## config.mk

```make
export PLATFORM = sky130hd
export DESIGN_NAME = jrip_top
export DESIGN_NICKNAME = d
export VERILOG_FILES = /design/src/hw/jrip_pkg.sv /design/src/hw/jrip_top.sv
export SDC_FILE = /design/constraint.sdc
export NUM_CORES = 1
export LEC_CHECK = 0
export ABC_AREA = 1
export BUFFER_PORTS_ARGS = -buffer_cell sky130_fd_sc_hd__buf_2
export CAP_MARGIN = 20
export CORE_AREA = 10 10 111 188
export DETAILED_ROUTE_END_ITERATION = 10
export DIE_AREA = 0 0 121 198
export PLACE_DENSITY = 0.63
export SETUP_SLACK_MARGIN = 0.05
export SLEW_MARGIN = 20
export SYNTH_ARGS = -nofsm -noshare
export SYNTH_HDL_FRONTEND = slang
export SYNTH_SLANG_ARGS = --single-unit
```

## constraint.sdc

```tcl
create_clock -name mclk -period 2 [get_ports mclk]
set_clock_uncertainty 0.1 [all_clocks]
set_input_delay 0.5 -clock mclk [delete_from_list [all_inputs] [get_ports mclk]]
set_output_delay 0.5 -clock mclk [all_outputs]
set_load 0.05 [all_outputs]
```

## src/hw/jrip_pkg.sv

```systemverilog
package jrip_pkg;

  // register map
  localparam logic [31:0] ID_CODE_ADDR = 32'h01C4_0028;
  localparam logic [31:0] STATUS_ADDR = 32'h01C4_002C;
  localparam logic [31:0] CTRL_ADDR = 32'h01C4_0030;

  // identification value: arbitrary neutral codes, not a real part
  localparam logic [3:0] ID_REV = 4'h1;
  localparam logic [27:0] ID_FIXED = 28'h05AC0F1;
  localparam logic [3:0] ID_REV_UNKNOWN = 4'h0;

  // instruction register
  localparam logic [3:0] IR_EXTEST = 4'h0;
  localparam logic [3:0] IR_IDCODE = 4'h1;
  localparam logic [3:0] IR_SAMPLE = 4'h2;
  localparam logic [3:0] IR_BYPASS = 4'hF;
  localparam logic [3:0] IR_CAPTURE = 4'h1;

  // debug mode pin code that selects emulation
  localparam logic [1:0] DBG_MODE_EMULATION = 2'h3;

  // status and control fields
  localparam int ST_MODE_LSB = 0;
  localparam int ST_VALID = 2;
  localparam int ST_EMULATION = 3;
  localparam int ST_TAP_LIVE = 4;
  localparam int ST_TAP_TLR = 5;
  localparam int CTRL_OVR = 0;
  localparam int CTRL_MODE_LSB = 1;
  localparam logic [2:0] CTRL_RESET = 3'h0;

  localparam logic [1:0] AXI_OKAY = 2'h0;
  localparam logic [1:0] AXI_SLVERR = 2'h2;

  typedef enum logic [15:0] {
    TAP_TLR = 16'h0001, TAP_RTI = 16'h0002, TAP_SEL_DR = 16'h0004,
    TAP_CAP_DR = 16'h0008, TAP_SH_DR = 16'h0010, TAP_EX1_DR = 16'h0020,
    TAP_PA_DR = 16'h0040, TAP_EX2_DR = 16'h0080, TAP_UPD_DR = 16'h0100,
    TAP_SEL_IR = 16'h0200, TAP_CAP_IR = 16'h0400, TAP_SH_IR = 16'h0800,
    TAP_EX1_IR = 16'h1000, TAP_PA_IR = 16'h2000, TAP_EX2_IR = 16'h4000,
    TAP_UPD_IR = 16'h8000
  } jrip_tap_t;

  typedef struct packed {
    logic [1:0] modeS1;
    logic [1:0] modeS2;
    logic trstPrev;
    logic released;
    logic [1:0] modeCap;
    logic modeValid;
    logic [2:0] ctrl;
    logic awPend;
    logic [31:0] awAddr;
    logic wPend;
    logic [31:0] wData;
    logic [3:0] wStrb;
    logic bvalid;
    logic [1:0] bresp;
    logic rvalid;
    logic [1:0] rresp;
    logic [31:0] rdata;
  } jrip_core_t;

  typedef struct packed {
    logic tckS1;
    logic tckS2;
    logic tckPrev;
    logic tmsS1;
    logic tmsS2;
    logic tdiS1;
    logic tdiS2;
    logic trstS1;
    logic trstS2;
    logic trstTck;
    jrip_tap_t tap;
    logic [3:0] ir;
    logic [3:0] irShift;
    logic [31:0] drShift;
    logic tdo;
    logic tdoOe_n;
  } jrip_test_t;

endpackage : jrip_pkg

```

## src/hw/jrip_top.sv

```systemverilog
// Contract
// - system reset clears core, test reset clears test port, separately
// - device boots on system reset release, test reset may stay low
// - test reset held low keeps test port in reset, core unaffected
// - synchronous test reset: TCK keeps running, device samples on TCK
// - identification variant digit valid only after system reset release
// - other scan instructions work whether system reset is low or high
// - after system reset release, test reset rise latches debug mode pins
// - captured debug mode pins choose boundary scan or emulation; with CTRL_OVR set, the ctrl mode bits choose instead
// - read-only 32-bit identification register, writes ignored
// - top hex digit of identification holds silicon revision, rest fixed
//
// The implementer's own choice: register access over AXI4-Lite.
`timescale 1ns/1ps
`default_nettype none
module jrip_top
  import jrip_pkg::*;
(
  // clock and system reset
  input wire logic mclk,
  input wire logic rst_n,
  // test port pins
  input wire logic tck,
  input wire logic tms,
  input wire logic tdi,
  input wire logic testReset_n,
  output logic tdo,
  output logic tdoOe_n,
  output logic returned_test_clock,
  // debug mode strap pins
  input wire logic [1:0] debug_mode_pins,
  // mode selection result
  output logic emulationMode,
  output logic modeCaptured,
  // axi4-lite write address
  input wire logic [31:0] s_axi_awaddr,
  input wire logic s_axi_awvalid,
  output logic s_axi_awready,
  // axi4-lite write data
  input wire logic [31:0] s_axi_wdata,
  input wire logic [3:0] s_axi_wstrb,
  input wire logic s_axi_wvalid,
  output logic s_axi_wready,
  // axi4-lite write response
  output logic [1:0] s_axi_bresp,
  output logic s_axi_bvalid,
  input wire logic s_axi_bready,
  // axi4-lite read address
  input wire logic [31:0] s_axi_araddr,
  input wire logic s_axi_arvalid,
  output logic s_axi_arready,
  // axi4-lite read data
  output logic [31:0] s_axi_rdata,
  output logic [1:0] s_axi_rresp,
  output logic s_axi_rvalid,
  input wire logic s_axi_rready
);

  jrip_core_t core_reg, core_next;
  jrip_test_t test_reg, test_next;
  logic powerOnClr_n;
  logic tckRise;
  logic tckFall;
  logic [1:0] effMode;
  logic [31:0] idValue;
  logic [31:0] statusWord;

  // only the power-up case with both resets low clears the test port
  // asynchronously; system reset alone leaves scan running
  assign powerOnClr_n = rst_n | testReset_n;

  assign tckRise = test_reg.tckS2 & ~test_reg.tckPrev;
  assign tckFall = ~test_reg.tckS2 & test_reg.tckPrev;

  // revision digit is unknown until the core has left reset
  assign idValue = {core_reg.released ? ID_REV : ID_REV_UNKNOWN,
                    ID_FIXED};

  assign effMode = core_reg.ctrl[CTRL_OVR] ?
                   core_reg.ctrl[CTRL_MODE_LSB +: 2] : core_reg.modeCap;

  assign statusWord = {26'h0, test_reg.tap == TAP_TLR, test_reg.trstTck,
                       effMode == DBG_MODE_EMULATION, core_reg.modeValid,
                       core_reg.modeCap};

  function automatic jrip_tap_t tapStep(jrip_tap_t s, logic m);
    unique case (s)
      TAP_TLR: tapStep = m ? TAP_TLR : TAP_RTI;
      TAP_RTI: tapStep = m ? TAP_SEL_DR : TAP_RTI;
      TAP_SEL_DR: tapStep = m ? TAP_SEL_IR : TAP_CAP_DR;
      TAP_CAP_DR: tapStep = m ? TAP_EX1_DR : TAP_SH_DR;
      TAP_SH_DR: tapStep = m ? TAP_EX1_DR : TAP_SH_DR;
      TAP_EX1_DR: tapStep = m ? TAP_UPD_DR : TAP_PA_DR;
      TAP_PA_DR: tapStep = m ? TAP_EX2_DR : TAP_PA_DR;
      TAP_EX2_DR: tapStep = m ? TAP_UPD_DR : TAP_SH_DR;
      TAP_UPD_DR: tapStep = m ? TAP_SEL_DR : TAP_RTI;
      TAP_SEL_IR: tapStep = m ? TAP_TLR : TAP_CAP_IR;
      TAP_CAP_IR: tapStep = m ? TAP_EX1_IR : TAP_SH_IR;
      TAP_SH_IR: tapStep = m ? TAP_EX1_IR : TAP_SH_IR;
      TAP_EX1_IR: tapStep = m ? TAP_UPD_IR : TAP_PA_IR;
      TAP_PA_IR: tapStep = m ? TAP_EX2_IR : TAP_PA_IR;
      TAP_EX2_IR: tapStep = m ? TAP_UPD_IR : TAP_SH_IR;
      TAP_UPD_IR: tapStep = m ? TAP_SEL_DR : TAP_RTI;
      default: tapStep = TAP_TLR;
    endcase
  endfunction : tapStep

  // test port logic
  always_comb begin
    test_next = test_reg;
    test_next.tckS1 = tck;
    test_next.tckS2 = test_reg.tckS1;
    test_next.tckPrev = test_reg.tckS2;
    test_next.tmsS1 = tms;
    test_next.tmsS2 = test_reg.tmsS1;
    test_next.tdiS1 = tdi;
    test_next.tdiS2 = test_reg.tdiS1;
    test_next.trstS1 = testReset_n;
    test_next.trstS2 = test_reg.trstS1;
    if (tckRise) begin
      test_next.trstTck = test_reg.trstS2;
      if (!test_reg.trstS2) begin
        test_next.tap = TAP_TLR;
        test_next.ir = IR_IDCODE;
      end else begin
        test_next.tap = tapStep(test_reg.tap, test_reg.tmsS2);
        unique case (test_reg.tap)
          TAP_TLR: test_next.ir = IR_IDCODE;
          TAP_CAP_IR: test_next.irShift = IR_CAPTURE;
          TAP_SH_IR: test_next.irShift = {test_reg.tdiS2,
                                          test_reg.irShift[3:1]};
          TAP_UPD_IR: test_next.ir = test_reg.irShift;
          TAP_CAP_DR: begin
            // extest and sample have no cells here and act as bypass
            test_next.drShift = (test_reg.ir == IR_IDCODE) ?
                                idValue : 32'h0000_0000;
          end
          TAP_SH_DR: begin
            if (test_reg.ir == IR_IDCODE) begin
              test_next.drShift = {test_reg.tdiS2, test_reg.drShift[31:1]};
            end else begin
              test_next.drShift[0] = test_reg.tdiS2;
            end
          end
          default: begin
          end
        endcase
      end
    end
    // tdo changes on the falling edge so the controller samples it stable
    if (tckFall) begin
      test_next.tdo = (test_reg.tap == TAP_SH_IR) ?
                      test_reg.irShift[0] : test_reg.drShift[0];
      test_next.tdoOe_n = ~(test_reg.trstTck &&
                            (test_reg.tap == TAP_SH_IR ||
                             test_reg.tap == TAP_SH_DR));
    end
  end

  always_ff @(posedge mclk or negedge powerOnClr_n) begin
    if (!powerOnClr_n) begin
      test_reg <= '{tap: TAP_TLR, ir: IR_IDCODE, tdoOe_n: 1'b1,
                    default: '0};
    end else begin
      test_reg <= test_next;
    end
  end

  // core logic: strap capture and register slave
  always_comb begin
    core_next = core_reg;
    core_next.modeS1 = debug_mode_pins;
    core_next.modeS2 = core_reg.modeS1;
    core_next.trstPrev = test_reg.trstS2;
    core_next.released = 1'b1;
    if (core_reg.released && test_reg.trstS2 && !core_reg.trstPrev) begin
      core_next.modeCap = core_reg.modeS2;
      core_next.modeValid = 1'b1;
    end
    if (s_axi_awvalid && s_axi_awready) begin
      core_next.awPend = 1'b1;
      core_next.awAddr = s_axi_awaddr;
    end
    if (s_axi_wvalid && s_axi_wready) begin
      core_next.wPend = 1'b1;
      core_next.wData = s_axi_wdata;
      core_next.wStrb = s_axi_wstrb;
    end
    if (core_reg.awPend && core_reg.wPend) begin
      core_next.awPend = 1'b0;
      core_next.wPend = 1'b0;
      core_next.bvalid = 1'b1;
      unique case (core_reg.awAddr)
        ID_CODE_ADDR, STATUS_ADDR: core_next.bresp = AXI_OKAY;
        CTRL_ADDR: begin
          core_next.bresp = AXI_OKAY;
          if (core_reg.wStrb[0]) begin
            core_next.ctrl = core_reg.wData[2:0];
          end
        end
        default: core_next.bresp = AXI_SLVERR;
      endcase
    end
    if (core_reg.bvalid && s_axi_bready) begin
      core_next.bvalid = 1'b0;
    end
    if (core_reg.rvalid && s_axi_rready) begin
      core_next.rvalid = 1'b0;
    end
    if (s_axi_arvalid && s_axi_arready) begin
      core_next.rvalid = 1'b1;
      core_next.rresp = AXI_OKAY;
      unique case (s_axi_araddr)
        ID_CODE_ADDR: core_next.rdata = idValue;
        STATUS_ADDR: core_next.rdata = statusWord;
        CTRL_ADDR: core_next.rdata = {29'h0, core_reg.ctrl};
        default: begin
          core_next.rdata = 32'h0000_0000;
          core_next.rresp = AXI_SLVERR;
        end
      endcase
    end
  end

  always_ff @(posedge mclk or negedge rst_n) begin
    if (!rst_n) begin
      core_reg <= '{trstPrev: 1'b1, ctrl: CTRL_RESET, default: '0};
    end else begin
      core_reg <= core_next;
    end
  end

  assign s_axi_awready = ~core_reg.awPend & ~core_reg.bvalid;
  assign s_axi_wready = ~core_reg.wPend & ~core_reg.bvalid;
  assign s_axi_bvalid = core_reg.bvalid;
  assign s_axi_bresp = core_reg.bresp;
  assign s_axi_arready = ~core_reg.rvalid;
  assign s_axi_rvalid = core_reg.rvalid;
  assign s_axi_rresp = core_reg.rresp;
  assign s_axi_rdata = core_reg.rdata;

  assign tdo = test_reg.tdo;
  assign tdoOe_n = test_reg.tdoOe_n;
  assign returned_test_clock = test_reg.tckPrev;
  assign emulationMode = (effMode == DBG_MODE_EMULATION);
  assign modeCaptured = core_reg.modeValid;

  // checks on the test port
  tap_held_reset_a: assert property (@(posedge mclk)
    disable iff (!powerOnClr_n)
    tckRise && !test_reg.trstS2 |=> test_reg.tap == TAP_TLR ##1
    (test_reg.tap == TAP_TLR || tckRise))
    else $error("tap left reset while test reset low");

  trst_on_tck_a: assert property (@(posedge mclk)
    disable iff (!powerOnClr_n)
    !tckRise |=> test_reg.trstTck == $past(test_reg.trstTck))
    else $error("test reset sampled away from tck edge");

  scan_in_reset_a: assert property (@(posedge mclk)
    disable iff (!powerOnClr_n)
    tckRise && test_reg.trstS2 && test_reg.tap == TAP_TLR &&
    !test_reg.tmsS2 |=> test_reg.tap == TAP_RTI)
    else $error("tap did not leave reset state");

  ir_update_a: assert property (@(posedge mclk)
    disable iff (!powerOnClr_n)
    tckRise && test_reg.trstS2 && test_reg.tap == TAP_UPD_IR
    |=> test_reg.ir == $past(test_reg.irShift))
    else $error("instruction not updated");

  tdo_quiet_a: assert property (@(posedge mclk)
    disable iff (!powerOnClr_n)
    !test_reg.trstTck && tckFall |=> test_reg.tdoOe_n)
    else $error("tdo driven while port in reset");

  ir_capture_a: assert property (@(posedge mclk)
    disable iff (!powerOnClr_n)
    tckRise && test_reg.trstS2 && test_reg.tap == TAP_CAP_IR
    |=> test_reg.irShift == IR_CAPTURE)
    else $error("instruction capture pattern wrong");

  id_capture_a: assert property (@(posedge mclk)
    disable iff (!powerOnClr_n)
    tckRise && test_reg.trstS2 && test_reg.tap == TAP_CAP_DR &&
    test_reg.ir == IR_IDCODE |=> test_reg.drShift[27:0] == ID_FIXED)
    else $error("fixed identification digits wrong");

  bypass_capture_a: assert property (@(posedge mclk)
    disable iff (!powerOnClr_n)
    tckRise && test_reg.trstS2 && test_reg.tap == TAP_CAP_DR &&
    test_reg.ir != IR_IDCODE |=> !test_reg.drShift[0])
    else $error("bypass cell did not capture zero");

  tdo_drive_a: assert property (@(posedge mclk)
    disable iff (!powerOnClr_n)
    tckFall && test_reg.trstTck && test_reg.tap == TAP_SH_DR
    |=> !test_reg.tdoOe_n)
    else $error("tdo not driven during data shift");

  // checks on the core
  boot_release_a: assert property (@(posedge mclk)
    disable iff (!rst_n) $past(rst_n) |-> core_reg.released)
    else $error("core not released after reset");

  variant_gate_a: assert property (@(posedge mclk)
    disable iff (!powerOnClr_n)
    !core_reg.released |-> idValue[31:28] == ID_REV_UNKNOWN)
    else $error("revision shown before release");

  mode_capture_a: assert property (@(posedge mclk)
    disable iff (!rst_n)
    core_reg.released && test_reg.trstS2 && !core_reg.trstPrev
    |=> core_reg.modeValid && core_reg.modeCap == $past(core_reg.modeS2))
    else $error("mode pins not captured");

  mode_cause_a: assert property (@(posedge mclk)
    disable iff (!rst_n)
    $rose(core_reg.modeValid) |-> $past(test_reg.trstS2 && !core_reg.trstPrev))
    else $error("mode captured without test reset edge");

  mode_select_a: assert property (@(posedge mclk)
    disable iff (!rst_n)
    !core_reg.ctrl[CTRL_OVR] |-> emulationMode ==
    (core_reg.modeCap == DBG_MODE_EMULATION))
    else $error("wrong operating mode");

  id_read_a: assert property (@(posedge mclk)
    disable iff (!rst_n)
    core_reg.released && s_axi_arvalid && s_axi_arready &&
    s_axi_araddr == ID_CODE_ADDR
    |=> s_axi_rvalid && s_axi_rdata == {ID_REV, ID_FIXED})
    else $error("identification read wrong");

  id_write_a: assert property (@(posedge mclk)
    disable iff (!rst_n)
    core_reg.awPend && core_reg.wPend && core_reg.awAddr == ID_CODE_ADDR
    |=> $stable(core_reg.ctrl) && s_axi_bvalid && s_axi_bresp == AXI_OKAY)
    else $error("identification write had an effect");

  id_read_c: cover property (@(posedge mclk) disable iff (!rst_n)
    s_axi_rvalid && s_axi_rready && s_axi_rdata == {ID_REV, ID_FIXED});
  mode_cap_c: cover property (@(posedge mclk) disable iff (!rst_n)
    $rose(core_reg.modeValid));
  id_scan_c: cover property (@(posedge mclk) disable iff (!powerOnClr_n)
    test_reg.tap == TAP_SH_DR && test_reg.ir == IR_IDCODE && tckFall);
  ir_scan_c: cover property (@(posedge mclk) disable iff (!powerOnClr_n)
    test_reg.tap == TAP_UPD_IR && tckRise);

endmodule : jrip_top
`default_nettype wire

```

==> metrics.md <==
| Metric | Value |
|---|---|
| CP most frequent cell | `inv_1` |
| Cell Area, Placed | `6800 um^2` |
| Fmax | `0.513 GHz` |
| Synth Cell Area | `6100 um^2` |
| Initial Utilization | `between 30% and 40%` |
| Num rows | `65` |
| CTS buffer count | `17` |
| Post-synth top cells | `nand2_1 (165), dfrtp_1 (126), nor2_1 (77)` |
| Final GP Congestion | `around 0.83` |
| Post-synthesis xor/xnor area fraction | `0%` |
| Outcome | `complete, no violations` |
| Synth-to-Final Area Change | `26.2%` |
| Area of the multi-input gates | `2410 um^2` |
| Fin worst setup slack | `0.0506 ns` |
| Nets | `908` |
| Synth cell types | `41` |
| Synth warn | `0` |
| Slowest-stage cell, CP | `dfrtp_1` |
| Die W | `about 120 um` |
| PwrDens | `1050 nW/um^2` |
| Iteration-0 DRC Markers | `200` |
| Antenna Cells | `0` |
| Largest net degree at the start of global routing | `69` |
| Vias in the first global route | `4,854` |
| Post-synth EDFFs | `0` |
| Compound-Gate Fraction of Synth Area | `under 10%` |
| Final core occ | `43.2%` |
| Synth Area in Simple Gates | `24.2%` |
| CTS clk-pin slew, worst paths | `roughly 0.060 ns` |
| Endpoint required time on the critical path | `1.40 ns` |
| Non-Filler Instances | `1,042` |
| Crit Path Class | `reg -> out` |
| Top cell type's share of synthesized area | `between 50 and 60%` |
| Layout fillers | `roughly 1.8k` |
| Avg WL per Cell | `13.8 um` |
| Syn Area/Cell | `9.21 um^2` |
| H-tree depth | `4` |
| Initial antenna violation count | `0` |
| Clk sinks | `130` |
| Area contributors post-synth | `dfrtp_1 (52%), nand2_1 (10%), mux2_2 (6.6%)` |
| Detailed Place HPWL | `between 10,000 and 15,000 um` |
| # DRC | `0` |
| Cell with the most instances after synthesis | `nand2_1` |
| Max stage delay on crit path | `0.39 ns` |
| Max IR drop VDD | `approximately 0.88 mV` |
| Clock Latency Late Sink | `0.42 ns` |
| CP Cell Sequence | `nand2_1 -> inv_1 -> a32oi_2 -> inv_1 -> buf_6` |
| Pleak | `about 3.9 nW` |
| Setup violations, final | `0` |
| Clock buffer depth | `2` |
| Multiplexer area fraction after synthesis | `6.65%` |
| Final instance area | `between 7000 and 8000 um^2` |
| Maxcap violations | `0` |
| Biggest area consumer among synthesized cells | `dfrtp_1` |
| Arr. time, crit path | `1.35 ns` |
| RSZ-0062 raised after global routing | `true` |
| Max FO, Critical Path | `3` |
| Hold Buf Count CTS | `0` |
| Register area share after synthesis | `53.4%` |
| Die H | `198 um` |
| Final hold violations | `0` |
| Share of cells above drive strength 1 | `32.1%` |
| Register area | `~3300 um^2` |
| Pre-Repair DR Iteration Count | `4` |
| Post-DRT Antenna Nets | `0` |
| Post-synth ARST share | `100%` |
| Post-place setup slack | `-0.0134 ns` |
| Endpoint class of the critical path | `primary output` |
| Synthesized instance count | `approximately 660` |
| I/O pins | `between 150 and 200` |
| Placed insts | `989` |
| Clk root buf | `clkbuf_16` |
| Post-synthesis register bit count | `130` |
| Gr usage total | `a little under an eighth` |
| Hold Crit Class | `in -> async` |
| Via count | `4,755` |
| Delay-heaviest family, CP | `flip-flops` |
| Synth Area in Adders | `0%` |
| Core Region | `around 18,000 um^2` |
| Grt ovf | `0` |
| Largest family of logic cells by synthesized area | `simple AND/OR/NAND/NOR gates` |
| Die area | `24,000 um^2` |
| # port buffers | `107` |
| Final WL | `14,400 um` |
| DR vias/cell | `4.56` |
| Type of element launching the critical path | `flip-flop` |
| Top_reg_cell synth | `dfrtp_1` |
| CP Buf/Inv Count | `3` |
| Fin crit period | `1.95 ns` |
| CTS tree | `yes` |
| First-pass GRT wire length | `22,700 um` |
| Max Slew Vio Count | `0` |
| Fin crit share | `97.5%` |
| Max FFs per register | `58` |
[power breakdown]
group	switching, W	internal, W
Clock	0.00116	0.00216
Combinational	0.000773	0.000634
Sequential	0.000259	0.00308
[through the flow]
| stage | hold slack [ns] | total power, W | TNS, ns |
|---|---|---|---|
| after floorplan | 0.104 | 0.00441 | 0 |
| after global placement | 0.234 | 0.00475 | 0 |
| after detailed placement | 0.235 | 0.00479 | -0.0188 |
| after CTS | 0.0450 | 0.00814 | 0 |
| after global routing | 0.0523 | 0.00843 | -0.0345 |
| final | 0.0359 | 0.00806 | 0 |
[layout by cell type, fill, tap and decap left out, types with 5 or more instances in the layout]
cell type | synthesis | layout
nand4_1 | 7 | 7
nor2_1 | 77 | 73
nand3_2 | 5 | 5
mux2_2 | 36 | 36
o21ai_0 | 14 | 14
buf_4 | 36 | 29
inv_2 | 5 | 5
conb_1 | 2 | 20
inv_1 | 53 | 53
nand3_1 | 36 | 36
o21ai_1 | 15 | 15
buf_2 | 4 | 105
nor2_4 | 5 | 10
nand2_1 | 165 | 164
o22ai_1 | 7 | 7
dfrtp_1 | 126 | 125
clkbuf_16 | 0 | 17
nor3_1 | 10 | 10
a21oi_1 | 7 | 7
[cells by family after synthesis]
kind of cell,Yosys count
simple gates,328
flops,130
buf+inv,108
compound gates,58
mux,36
other cells,2
[cell type report]
class                           instances  area share [%]
Multi-Input combinational cell        444            31.3
Clock inverter                         12            2.34
Inverter                               60            2.98
Tap cell                              234            3.80
Timing Repair Buffer                  142            11.2
Clock buffer                           20            5.93
Sequential cell                       130            42.4
[final timing paths]
check | to | slack [ns] | from | cells past startpoint
max reg2reg | test_reg[7] | 0.10 | test_reg[50] | 10
max | emulationMode | 0.05 | core_reg[109] | 5
max in group asynchronous | tdoOe_n | 1.29 | rst_n | 3
min | core_reg[88] | 0.04 | rst_n | 2
min in group mclk | core_next[116] | 0.09 | debug_mode_pins[0] | 1
min reg2reg | test_reg[61] | 0.25 | test_next[61] | 0
[metal layers]
metal,vias to the layer above,wire length [um],track usage [%]
li1,2352,-,-
met1,2247,5170,11.0
met2,124,8000,22.2
met3,32,779,3.76
met4,0,449,6.78
met5,-,0,0
[what timing repair did]
item / 4_1_cts / 5_1_grt
setup buffers: 0 / 19
endpoints found under the setup margin: 31 / 34
gates cloned: 1 / 1
pin swaps: 0 / 11
resized for setup: 4 / 17
Power figures use the tool's default switching activity.
